**config.mk**
```make
export PLATFORM = sky130hd
export DESIGN_NAME = usart_frame_format_and_baud_config
export DESIGN_NICKNAME = d
export VERILOG_FILES = /design/src/usart_cfg_pkg.sv /design/src/usart_frame_format_and_baud_config.sv
export SDC_FILE = /design/constraint.sdc
export NUM_CORES = 1
export LEC_CHECK = 0
export BUFFER_PORTS_ARGS = -buffer_cell sky130_fd_sc_hd__buf_2
export CAP_MARGIN = 0
export CELL_PAD_IN_SITES_DETAIL_PLACEMENT = 0
export CELL_PAD_IN_SITES_GLOBAL_PLACEMENT = 2
export CORE_ASPECT_RATIO = 0.5
export CORE_MARGIN = 2
export CORE_UTILIZATION = 34
export DETAILED_ROUTE_END_ITERATION = 7
export HOLD_SLACK_MARGIN = 0.05
export PLACE_DENSITY_LB_ADDON = 0.1
export SYNTH_ARGS = -nofsm -noshare
export SYNTH_HDL_FRONTEND = slang
export SYNTH_SLANG_ARGS = --single-unit
```
**constraint.sdc**
```tcl
create_clock -name CORE_CLK -period 3 [get_ports CORE_CLK]
set_input_delay 0.15 -clock CORE_CLK [delete_from_list [all_inputs] [get_ports CORE_CLK]]
set_output_delay 0.15 -clock CORE_CLK [all_outputs]
set_load 0.005 [all_outputs]
```
**src/usart_cfg_pkg.sv**
```systemverilog
/*
  Constants, field layouts and types shared by the serial transceiver
  frame-format and baud block. Assumes an 8-bit register port.
*/
package usart_cfg_pkg;

  // ****************************************
  // Register map
  // ****************************************
  localparam logic [7:0] STATUS_A_ADDR = 8'hc0;
  localparam logic [7:0] CTRL_B_ADDR   = 8'hc1;
  localparam logic [7:0] CTRL_C_ADDR   = 8'hc2;
  localparam logic [7:0] DIV_LOW_ADDR  = 8'hc4;
  localparam logic [7:0] DIV_HIGH_ADDR = 8'hc5;
  localparam logic [7:0] DATA_ADDR     = 8'hc6;

  localparam logic [7:0] CTRL_C_RESET  = 8'h06;
  localparam logic [7:0] DIV_RESET     = 8'h00;

  // ****************************************
  // Field encodings
  // ****************************************
  localparam logic [1:0] MODE_ASYNC = 2'h0;
  localparam logic [1:0] MODE_SYNC  = 2'h1;
  localparam logic [1:0] MODE_SPI   = 2'h3;

  localparam logic [4:0] OS_NORMAL  = 5'h10;
  localparam logic [4:0] OS_DOUBLE  = 5'h08;
  localparam logic [3:0] SPI_BITS   = 4'h8;
  localparam logic [3:0] DEF_BITS   = 4'h8;
  localparam logic [3:0] MAX_BITS   = 4'h9;

  typedef struct packed {
    logic [7:0] addr;
    logic [7:0] wdata;
    logic       wr;
    logic       rd;
  } reg_req_t;

  // In the SPI mode size_low[1] is data order (1 = LSB first), size_low[0] is phase
  typedef struct packed {
    logic [1:0] mode;
    logic [1:0] parity;
    logic       stop2;
    logic [1:0] size_low;
    logic       polarity;
  } ctrl_c_t;

  typedef enum {RX_IDLE, RX_START, RX_DATA, RX_PARITY, RX_STOP} rx_state_t;

endpackage

```
**src/usart_frame_format_and_baud_config.sv**
```systemverilog
/*
  Serial transceiver core: frame format, baud generator, asynchronous,
  synchronous and master SPI transfer. Assumes a register master that keeps
  strobes one cycle long and a receive line already synchronous to CORE_CLK.
*/
// Our own choice: the address-and-strobe port.
`timescale 1ns/1ps
module usart_frame_format_and_baud_config
  import usart_cfg_pkg::*;
(
  input  wire logic     CORE_CLK,
  input  wire logic     RST_B,
  input  wire reg_req_t BUS_REQ,
  output logic [7:0]    RD_DATA,
  input  wire logic     RECEIVE_LINE,
  output logic          TRANSMIT_LINE,
  output logic          SERIAL_CLOCK_LINE,
  output logic          SERIAL_CLOCK_OE
);

  // ****************************************
  // Helpers
  // ****************************************
  function automatic logic [3:0] char_bits(input logic [2:0] code);
    logic [3:0] n;
    n = DEF_BITS;
    if (!code[2]) n = 4'h5 + {2'h0, code[1:0]};
    else if (code == 3'h7) n = MAX_BITS;
    return n;
  endfunction

  function automatic logic [7:0] rev8(input logic [7:0] d);
    logic [7:0] r;
    r = '0;
    for (int i = 0; i < 8; i++) r[i] = d[7-i];
    return r;
  endfunction

  function automatic logic [12:0] build_frame(input logic [8:0] d, input logic [3:0] n,
                                              input logic [1:0] par);
    logic [12:0] f;
    logic        p;
    f    = '1;
    f[0] = 1'b0;
    p    = par[0];
    for (int i = 0; i < 9; i++) begin
      if (i < int'(n)) begin
        f[i+1] = d[i];
        p      = p ^ d[i];
      end
    end
    if (par[1]) f[n+4'h1] = p;
    return f;
  endfunction

  // ****************************************
  // Registers
  // ****************************************
  ctrl_c_t     ctrl_c_reg;
  logic [7:0]  div_low_reg;
  logic [3:0]  div_high_reg;
  logic        rx_en_reg, tx_en_reg, size_high_reg, tx_bit8_reg, dbl_reg;
  logic [11:0] baud_cnt_reg;
  logic [4:0]  tx_os_reg, rx_os_reg;
  logic        sclk_reg, sclk_oe_reg, tx_line_reg, tx_busy_reg, tx_done_reg;
  logic [12:0] tx_shift_reg;
  logic [3:0]  tx_left_reg, spi_samples_reg;
  rx_state_t   rx_state_reg, rx_state_next;
  logic [3:0]  rx_cnt_reg, rx_cnt_next;
  logic [8:0]  rx_shift_reg, rx_shift_next, rx_data_reg, rx_data_next;
  logic        rx_par_reg, rx_par_next, rx_perr_reg, rx_perr_next, rx_line_d_reg;
  logic        rx_ready_reg, par_err_reg, par_err_next, frame_err_reg, frame_err_next;
  logic        rx_store;
  logic [7:0]  rd_data_reg;

  // ****************************************
  // Decode
  // ****************************************
  wire        wr_status = BUS_REQ.wr && BUS_REQ.addr == STATUS_A_ADDR;
  wire        wr_ctrl_b = BUS_REQ.wr && BUS_REQ.addr == CTRL_B_ADDR;
  wire        wr_ctrl_c = BUS_REQ.wr && BUS_REQ.addr == CTRL_C_ADDR;
  wire        wr_low    = BUS_REQ.wr && BUS_REQ.addr == DIV_LOW_ADDR;
  wire        wr_high   = BUS_REQ.wr && BUS_REQ.addr == DIV_HIGH_ADDR;
  wire        wr_data   = BUS_REQ.wr && BUS_REQ.addr == DATA_ADDR;
  wire        rd_data   = BUS_REQ.rd && BUS_REQ.addr == DATA_ADDR;

  wire        is_async  = ctrl_c_reg.mode != MODE_SYNC && ctrl_c_reg.mode != MODE_SPI;
  wire        is_spi    = ctrl_c_reg.mode == MODE_SPI;
  wire        spi_lsb   = ctrl_c_reg.size_low[1];
  wire        spi_phase = ctrl_c_reg.size_low[0];
  wire [3:0]  n_bits    = is_spi ? SPI_BITS : char_bits({size_high_reg, ctrl_c_reg.size_low});
  wire        par_on    = ctrl_c_reg.parity[1] && !is_spi;

  // ****************************************
  // Baud generator
  // ****************************************
  wire [11:0] divisor   = {div_high_reg, div_low_reg};
  wire        baud_tick = baud_cnt_reg == 12'h000;
  wire [11:0] baud_cnt_next = wr_low    ? {div_high_reg, BUS_REQ.wdata} :
                              baud_tick ? divisor : baud_cnt_reg - 12'h001;
  wire [4:0]  os_len    = dbl_reg ? OS_DOUBLE : OS_NORMAL;
  wire        tx_bit_tick = baud_tick && tx_os_reg == 5'h00;

  // Clock only runs in SPI while a byte moves, so it parks at its idle level
  wire        spi_stop  = spi_samples_reg == SPI_BITS && sclk_reg == ctrl_c_reg.polarity;
  wire        sclk_run  = (ctrl_c_reg.mode == MODE_SYNC) ||
                          (is_spi && tx_busy_reg && !spi_stop);
  wire        rise_edge = baud_tick && sclk_run && !sclk_reg;
  wire        fall_edge = baud_tick && sclk_run && sclk_reg;
  wire        lead_edge = ctrl_c_reg.polarity ? fall_edge : rise_edge;
  wire        trail_edge = ctrl_c_reg.polarity ? rise_edge : fall_edge;
  wire        spi_early = is_spi && !spi_phase;
  wire        change_edge = spi_early ? trail_edge : lead_edge;
  wire        sample_edge = spi_early ? lead_edge : trail_edge;

  always_ff @(posedge CORE_CLK) begin
    if (!RST_B) begin
      baud_cnt_reg <= 12'h000;
      tx_os_reg    <= 5'h00;
      sclk_reg     <= 1'b0;
      sclk_oe_reg  <= 1'b0;
    end else begin
      baud_cnt_reg <= baud_cnt_next;
      if (baud_tick) tx_os_reg <= (tx_os_reg == 5'h00) ? os_len - 5'h01 : tx_os_reg - 5'h01;
      if (!sclk_run) sclk_reg <= ctrl_c_reg.polarity;
      else if (baud_tick) sclk_reg <= !sclk_reg;
      sclk_oe_reg  <= !is_async;
    end
  end

  // ****************************************
  // Register file
  // ****************************************
  always_ff @(posedge CORE_CLK) begin
    if (!RST_B) begin
      ctrl_c_reg    <= CTRL_C_RESET;
      div_low_reg   <= DIV_RESET;
      div_high_reg  <= '0;
      rx_en_reg     <= 1'b0;
      tx_en_reg     <= 1'b0;
      size_high_reg <= 1'b0;
      tx_bit8_reg   <= 1'b0;
      dbl_reg       <= 1'b0;
    end else begin
      if (wr_ctrl_c) ctrl_c_reg <= BUS_REQ.wdata;
      if (wr_low)    div_low_reg <= BUS_REQ.wdata;
      if (wr_high)   div_high_reg <= BUS_REQ.wdata[3:0];
      if (wr_status) dbl_reg <= BUS_REQ.wdata[1];
      if (wr_ctrl_b) begin
        rx_en_reg     <= BUS_REQ.wdata[4];
        tx_en_reg     <= BUS_REQ.wdata[3];
        size_high_reg <= BUS_REQ.wdata[2];
        tx_bit8_reg   <= BUS_REQ.wdata[0];
      end
    end
  end

  wire [7:0] status_val = {rx_ready_reg, tx_done_reg, !tx_busy_reg, frame_err_reg,
                           1'b0, par_err_reg, dbl_reg, 1'b0};
  wire [7:0] ctrl_b_val = {3'h0, rx_en_reg, tx_en_reg, size_high_reg,
                           rx_data_reg[8], tx_bit8_reg};
  wire [7:0] rx_byte    = rx_data_reg[7:0];
  wire [7:0] read_mux   = (BUS_REQ.addr == STATUS_A_ADDR) ? status_val :
                          (BUS_REQ.addr == CTRL_B_ADDR)   ? ctrl_b_val :
                          (BUS_REQ.addr == CTRL_C_ADDR)   ? ctrl_c_reg :
                          (BUS_REQ.addr == DIV_LOW_ADDR)  ? div_low_reg :
                          (BUS_REQ.addr == DIV_HIGH_ADDR) ? {4'h0, div_high_reg} :
                          (BUS_REQ.addr == DATA_ADDR)     ? rx_byte : 8'h00;

  always_ff @(posedge CORE_CLK) begin
    if (!RST_B) rd_data_reg <= 8'h00;
    else        rd_data_reg <= BUS_REQ.rd ? read_mux : 8'h00;
  end

  // ****************************************
  // Transmitter
  // ****************************************
  // No holding buffer: a data write while busy is dropped
  wire        tx_start  = wr_data && tx_en_reg && !tx_busy_reg;
  wire [8:0]  tx_data9  = {tx_bit8_reg, BUS_REQ.wdata};
  wire [7:0]  spi_bits  = spi_lsb ? BUS_REQ.wdata : rev8(BUS_REQ.wdata);
  wire [12:0] tx_frame  = build_frame(tx_data9, n_bits, {par_on, ctrl_c_reg.parity[0]});
  wire [3:0]  tx_len    = 4'h2 + n_bits + {3'h0, par_on} + {3'h0, ctrl_c_reg.stop2};
  wire        tx_step   = is_async ? tx_bit_tick : change_edge;
  wire        spi_end   = is_spi && tx_busy_reg && baud_tick && spi_stop;
  wire        usart_end = !is_spi && tx_busy_reg && tx_step && tx_left_reg == 4'h0;
  wire        tx_clear  = wr_status && BUS_REQ.wdata[6];
  // Bits above the character size must not leak into the expected parity
  wire        tx_par_expect = (^(tx_data9 & ~(9'h1ff << n_bits))) ^
                              ctrl_c_reg.parity[0];

  always_ff @(posedge CORE_CLK) begin
    if (!RST_B) begin
      tx_line_reg  <= 1'b1;
      tx_shift_reg <= '1;
      tx_left_reg  <= 4'h0;
      tx_busy_reg  <= 1'b0;
    end else if (tx_start) begin
      tx_busy_reg  <= 1'b1;
      tx_left_reg  <= tx_len;
      if (!is_spi) tx_shift_reg <= tx_frame;
      else if (spi_phase) tx_shift_reg <= {5'h1f, spi_bits};
      else begin
        // Phase 0 needs the first bit on the line before the first edge
        tx_line_reg  <= spi_bits[0];
        tx_shift_reg <= {6'h3f, spi_bits[7:1]};
      end
    end else if (spi_end || usart_end) begin
      tx_busy_reg  <= 1'b0;
    end else if (tx_busy_reg && tx_step) begin
      tx_line_reg  <= tx_shift_reg[0];
      tx_shift_reg <= {1'b1, tx_shift_reg[12:1]};
      tx_left_reg  <= tx_left_reg - 4'h1;
    end
  end

  always_ff @(posedge CORE_CLK) begin
    if (!RST_B) begin
      tx_done_reg     <= 1'b0;
      spi_samples_reg <= 4'h0;
    end else begin
      // Completion beats a same-cycle write-one clear
      if (spi_end || usart_end) tx_done_reg <= 1'b1;
      else if (tx_clear)        tx_done_reg <= 1'b0;
      if (tx_start) spi_samples_reg <= 4'h0;
      else if (is_spi && sample_edge) spi_samples_reg <= spi_samples_reg + 4'h1;
    end
  end

  // ****************************************
  // Receiver
  // ****************************************
  wire       rx_fall   = rx_line_d_reg && !RECEIVE_LINE;
  wire       rx_strobe = is_async ? (baud_tick && rx_os_reg == 5'h00 && rx_state_reg != RX_IDLE)
                                  : sample_edge;
  wire [8:0] rx_shift_in = {RECEIVE_LINE, rx_shift_reg[8:1]};
  wire       async_go  = is_async && rx_en_reg && rx_state_reg == RX_IDLE && rx_fall;
  wire [3:0] last_bit  = n_bits - 4'h1;

  always_comb begin
    rx_state_next  = rx_state_reg;
    rx_cnt_next    = rx_cnt_reg;
    rx_shift_next  = rx_shift_reg;
    rx_par_next    = rx_par_reg;
    rx_perr_next   = rx_perr_reg;
    rx_data_next   = rx_data_reg;
    par_err_next   = par_err_reg;
    frame_err_next = frame_err_reg;
    rx_store       = 1'b0;
    unique case (rx_state_reg)
      RX_IDLE: begin
        rx_cnt_next  = 4'h0;
        rx_par_next  = 1'b0;
        rx_perr_next = 1'b0;
        if (async_go) rx_state_next = RX_START;
        else if (is_spi && tx_start && rx_en_reg) rx_state_next = RX_DATA;
        else if (!is_async && !is_spi && rx_en_reg && sample_edge && !RECEIVE_LINE)
          rx_state_next = RX_DATA;
      end
      RX_START: begin
        if (rx_strobe) rx_state_next = RECEIVE_LINE ? RX_IDLE : RX_DATA;
      end
      RX_DATA: begin
        if (rx_strobe) begin
          rx_shift_next = rx_shift_in;
          rx_par_next   = rx_par_reg ^ RECEIVE_LINE;
          rx_cnt_next   = rx_cnt_reg + 4'h1;
          if (rx_cnt_reg == last_bit) begin
            if (is_spi) begin
              rx_store      = 1'b1;
              rx_data_next  = {1'b0, spi_lsb ? rx_shift_in[8:1] : rev8(rx_shift_in[8:1])};
              rx_state_next = RX_IDLE;
            end else begin
              rx_state_next = par_on ? RX_PARITY : RX_STOP;
            end
          end
        end
      end
      RX_PARITY: begin
        if (rx_strobe) begin
          rx_perr_next  = (rx_par_reg ^ RECEIVE_LINE) != ctrl_c_reg.parity[0];
          rx_state_next = RX_STOP;
        end
      end
      RX_STOP: begin
        // Only the first stop bit is looked at
        if (rx_strobe) begin
          rx_store       = 1'b1;
          rx_data_next   = rx_shift_reg >> (MAX_BITS - n_bits);
          par_err_next   = rx_perr_reg;
          frame_err_next = !RECEIVE_LINE;
          rx_state_next  = RX_IDLE;
        end
      end
    endcase
    if (!rx_en_reg) rx_state_next = RX_IDLE;
  end

  always_ff @(posedge CORE_CLK) begin
    if (!RST_B) begin
      rx_state_reg  <= RX_IDLE;
      rx_cnt_reg    <= 4'h0;
      rx_shift_reg  <= '0;
      rx_par_reg    <= 1'b0;
      rx_perr_reg   <= 1'b0;
      rx_data_reg   <= '0;
      par_err_reg   <= 1'b0;
      frame_err_reg <= 1'b0;
      rx_ready_reg  <= 1'b0;
      rx_line_d_reg <= 1'b1;
      rx_os_reg     <= 5'h00;
    end else begin
      rx_state_reg  <= rx_state_next;
      rx_cnt_reg    <= rx_cnt_next;
      rx_shift_reg  <= rx_shift_next;
      rx_par_reg    <= rx_par_next;
      rx_perr_reg   <= rx_perr_next;
      rx_data_reg   <= rx_data_next;
      par_err_reg   <= par_err_next;
      frame_err_reg <= frame_err_next;
      rx_line_d_reg <= RECEIVE_LINE;
      // New character beats a same-cycle read
      if (rx_store) rx_ready_reg <= 1'b1;
      else if (rd_data || !rx_en_reg) rx_ready_reg <= 1'b0;
      if (async_go) rx_os_reg <= os_len >> 1;
      else if (baud_tick) rx_os_reg <= (rx_os_reg == 5'h00) ? os_len - 5'h01 : rx_os_reg - 5'h01;
    end
  end

  assign RD_DATA           = rd_data_reg;
  assign TRANSMIT_LINE     = tx_line_reg;
  assign SERIAL_CLOCK_LINE = sclk_reg;
  assign SERIAL_CLOCK_OE   = sclk_oe_reg;

  // ****************************************
  // Checks
  // ****************************************
  property p_reload;
    @(posedge CORE_CLK) disable iff (!RST_B)
      wr_low |=> baud_cnt_reg == {div_high_reg, div_low_reg};
  endproperty
  a_reload: assert property (p_reload) else $error("prescaler not reloaded");

  property p_period;
    @(posedge CORE_CLK) disable iff (!RST_B)
      (baud_tick && !wr_low && !wr_high) ##1 !wr_low [*2] |->
        baud_cnt_reg == (($past(divisor, 2) == 12'h000) ? 12'h000 : $past(divisor, 2) - 12'h001);
  endproperty
  a_period: assert property (p_period) else $error("prescaler count wrong");

  property p_high_zero;
    @(posedge CORE_CLK) disable iff (!RST_B)
      (BUS_REQ.rd && BUS_REQ.addr == DIV_HIGH_ADDR) |=> RD_DATA[7:4] == 4'h0;
  endproperty
  a_high_zero: assert property (p_high_zero) else $error("reserved divisor bits nonzero");

  property p_tx_parity;
    @(posedge CORE_CLK) disable iff (!RST_B)
      (tx_start && !is_spi && par_on) |=>
        tx_shift_reg[$past(n_bits) + 4'h1] == $past(tx_par_expect);
  endproperty
  a_tx_parity: assert property (p_tx_parity) else $error("parity bit wrong");

  property p_stop_len;
    @(posedge CORE_CLK) disable iff (!RST_B)
      (tx_start && !is_spi) |=> tx_left_reg == $past(tx_len) && tx_busy_reg;
  endproperty
  a_stop_len: assert property (p_stop_len) else $error("frame length wrong");

  property p_fast_clock;
    @(posedge CORE_CLK) disable iff (!RST_B)
      (sclk_run && divisor == 12'h000 && baud_cnt_reg == 12'h000 && !wr_low && !wr_high) |=>
        sclk_reg != $past(sclk_reg);
  endproperty
  a_fast_clock: assert property (p_fast_clock) else $error("clock not at half rate");

  property p_sync_change;
    @(posedge CORE_CLK) disable iff (!RST_B)
      (!is_async && $changed(tx_line_reg) && !$past(tx_start)) |-> $past(change_edge);
  endproperty
  a_sync_change: assert property (p_sync_change) else $error("data moved off edge");

  property p_rx_parity;
    @(posedge CORE_CLK) disable iff (!RST_B)
      (rx_state_reg == RX_STOP && rx_strobe && rx_en_reg) |=> par_err_reg == $past(rx_perr_reg) &&
        rx_ready_reg;
  endproperty
  a_rx_parity: assert property (p_rx_parity) else $error("parity flag wrong");

  property p_spi_done;
    @(posedge CORE_CLK) disable iff (!RST_B)
      spi_end |=> !tx_busy_reg && tx_done_reg && sclk_reg == ctrl_c_reg.polarity;
  endproperty
  a_spi_done: assert property (p_spi_done) else $error("spi byte end wrong");

endmodule // usart_frame_format_and_baud_config

```
==> impl_results.md <==
* Final-layout fill cell count at 2083
* Vias after detailed routing at 6613
* Required time reported for the critical path endpoint at 3.30 ns
* Share of the synthesized area in the top cell type at 32.1%
* HP Start: BUS_REQ[0]
* Number of inserted diodes at 0
* Clock input transition at the sequential cells of the worst setup and hold paths at 0.08 ns
* Hold-fix buffer count after cts at 0
* Die extent in y at 105 microns
* Reg-to-reg startpoint: ctrl_c_reg[1]$_SDFFE_PN1P_
* CTS tree: yes
* Total I/O pin count at 32
* Drt initial violations at 592
* Predominant post-synthesis flop cell: sky130_fd_sc_hd__dfxtp_1
* Lkg Pwr at 2.92 nW
* Synth cell count leaders: 112 x sky130_fd_sc_hd__dfxtp_1, 105 x sky130_fd_sc_hd__nand2_1, 69 x sky130_fd_sc_hd__a21oi_1, 66 x sky130_fd_sc_hd__nor2_1, 41 x sky130_fd_sc_hd__clkbuf_1
* Remaining global-route overflow at 0
* Placeable core region at 20400 sq um
* Stage delay of the slowest cell on the critical path at 0.44 ns
* Starting density of the core at 34.3%
* Maximum fanout encountered on the critical timing path at 5
* Worst path arrival time at 3.21 ns
* Yosys warning count at 0
* #FFs+latches synth at 112
* Post-DR vias/cell at 5.69
* Number of antenna violations at the first check in global routing at 0
* Layout overhead on the synthesized area at 15.7%
* Number of cells traversed by the worst register-to-register path at 11
* Worst path cell trace: ha_2 -> nor2b_4 -> and2_4 -> clkinvlp_4 -> ha_4 -> nor2b_1 -> xnor3_2 -> xnor2_4 -> nor4_1 -> nor2_1 -> o311ai_2
* Worst Tran Pin Value at 0.926 ns
* # nets final at 927
* Synth unique cells at 87
* Slowest-stage cell, CP: sky130_fd_sc_hd__nor4_1
* Largest clock skew in the final design at 0.0126 ns
* Clock root buffer: sky130_fd_sc_hd__clkbuf_16
* Final weighted congestion of routability-driven global placement at 0.890
* Clk Latency, worst-skew pair at 0.38 ns
* Total routed wirelength at 24800 microns
* Maximum number of pins on one net before global-route repair at 53
* Final worst path period share at 97.0%
* Cell area after layout at 8090 sq um
* Async S/R FF share, synth at 0%
* Maximum resistive drop on vdd at 0.000257 V
* Via count of the first global-routing pass at 6156
* Average size of a mapped cell at 8.11 sq um
* IO buf count at 31
* Max reg flops at 13
* Highest attainable clock frequency at 344 MHz
* Result of the run: finished, final reports clean
* Post-DRT Antenna Nets at 0
* Overall track demand over capacity in global routing at 23.7%
* Horizontal die dimension at 207 microns
* Row cnt at 37
* Cell count after placement at 1146
* Post-Synthesis Cells at 862
* Share of post-route cells with drive strength above 1 at 16.8%
* Deepest level of the CTS H-tree at 3
* Setup TNS after final layout at 0 ns
* Portion of the post-synthesis area used by sequential elements at 32.1%
* Post-detailed-placement half-perimeter wirelength at 18000 microns
* Register-to-register setup slack at 0.09 ns
* Setup Slack @ Placement at -0.0480 ns
* Utilization of the core after routing at 39.7%
* Final count of hold timing violations at 0
* Post-route DRC at 0
* Type of the worst setup path: reg2reg
* Synth Cell Area at 6990 sq um
* Relative slew slack at 38.1%
* Power per Cell Area at 524 nW/um^2
* Max Buffers Root-to-Sink at 2
* Final cell count without fillers at 1162
* Crit. Startpoint: ctrl_c_reg[1]$_SDFFE_PN1P_
* Minimum clock period after layout at 2.91 ns
* Setup violations, final at 0
* Hold Slack at 0.143 ns
* Cell area after placement at 7610 sq um
* Number of enable flip-flop cells after synthesis at 0
* RR Endpoint: tx_shift_reg[1]$_SDFFE_PN1P_
* Mapped Nets at 904
* Worst setup slack after layout at 0.0894 ns
* Number of buffers created by CTS at 9
* Biggest area consumer among synthesized cells: sky130_fd_sc_hd__dfxtp_1
* CP endpoint: tx_shift_reg[1]$_SDFFE_PN1P_
* DR pass1 iterations at 5
* Power Total at 4.24 mW
* Clock sink count at 112
* Die Outline Area at 21800 sq um
* CP endpoint kind: flip-flop
* Fin. max-slew vios at 0
* Setup repair after global routing missed its margin: true
* WL/cell at 21.3 microns
* Kind of start point of the critical path: flip-flop
* Cell types occupying the most area after synthesis: sky130_fd_sc_hd__dfxtp_1 32%, sky130_fd_sc_hd__nand2_1 5.6%, sky130_fd_sc_hd__mux2i_1 5.0%
* Wire length of the first global-routing pass at 38400 microns
* Max-cap violations at 0
* Cell with the most instances after synthesis: sky130_fd_sc_hd__dfxtp_1
* Path class of the lowest-slack min-delay path: in2reg
==> area by class of cell <==
class	count	area (sq um)	share of cell area, %
sequential	112	2240	27.7
timing repair buffer	74	515	6.37
tap	273	342	4.22
multi-input combinational	664	4610	57.0
clock inverter	5	38.8	0.479
inverter	24	98.8	1.22
clock buffer	10	239	2.95
==> timing repair <==
item,CTS,global route
gates resized for setup,3,34
pin swaps,1,7
setup buffers,0,1
setup endpoints to repair,4,21
==> per-layer routing <==
metal  vias up  share of wire, %  track usage (%)  wire length (microns)
met1      3225                54             37.9                  13400
met4         0              0.89             4.61                    221
met3        14               5.6             4.98                   1380
met5         -                 0                0                      0
li1       3194                 -                -                      -
met2       180                39             31.7                   9780
==> placed cells by master (no fill, tap or decap), drive strengths merged, types with 17 or more instances in the layout <==
master | synthesis | layout
mux2i | 35 | 35
dfxtp | 112 | 112
nand3 | 37 | 37
nor2 | 67 | 67
a21oi | 69 | 69
xnor2 | 21 | 21
ha | 20 | 20
o211ai | 17 | 17
nand2 | 105 | 105
buf | 20 | 74
o21ai | 44 | 44
a211oi | 25 | 25
inv | 23 | 25
==> how the worst min path moves through the flow <==
| stage | slack [ns] | endpoint | depth (start not counted) |
|---|---|---|---|
| 5_1_grt | 0.15 | ctrl_c_reg[5]$_SDFFE_PN0P_ | 3 |
| 4_1_cts | 0.12 | rx_ready_reg$_SDFFE_PN0P_ | 3 |
| 6_report | 0.14 | rx_ready_reg$_SDFFE_PN0P_ | 3 |
| 3_3_place_gp | 0.42 | tx_os_reg[4]$_SDFFE_PN0P_ | 2 |
| 2_1_floorplan | 0.30 | ctrl_c_reg[6]$_SDFFE_PN0P_ | 2 |
| 3_5_place_dp | 0.42 | tx_os_reg[4]$_SDFFE_PN0P_ | 2 |
==> power by group <==
part	switching [mW]	internal, mW	leakage (nW)
clock network	0.629	0.591	0.136
logic	0.827	0.494	1.88
registers	0.107	1.59	0.906
total	1.56	2.68	2.92
==> cells by family after synthesis <==
kind of cell             share of synthesized area, %
adder cells (fa/ha/maj)                          3.86
AND/OR/NAND/NOR                                  24.1
XOR/XNOR                                         4.81
multiplexers                                     7.26
AO/OA/AOI/OAI                                    22.6
flip-flops                                       32.1
buffers and inverters                            5.33
==> worst max-delay path: cells and delay by family (launching register included) <==
| family | cells | cell delay, ns |
|---|---|---|
| and+or+nand+nor | 5 | 1.01 |
| xor gates and xnor gates | 2 | 0.57 |
| adders and majority gates | 2 | 0.50 |
| DFF | 1 | 0.34 |
| AOI/OAI and AO/OA | 1 | 0.26 |
| buffers and inverters | 1 | 0.14 |
(Power assumes the default switching activity.)
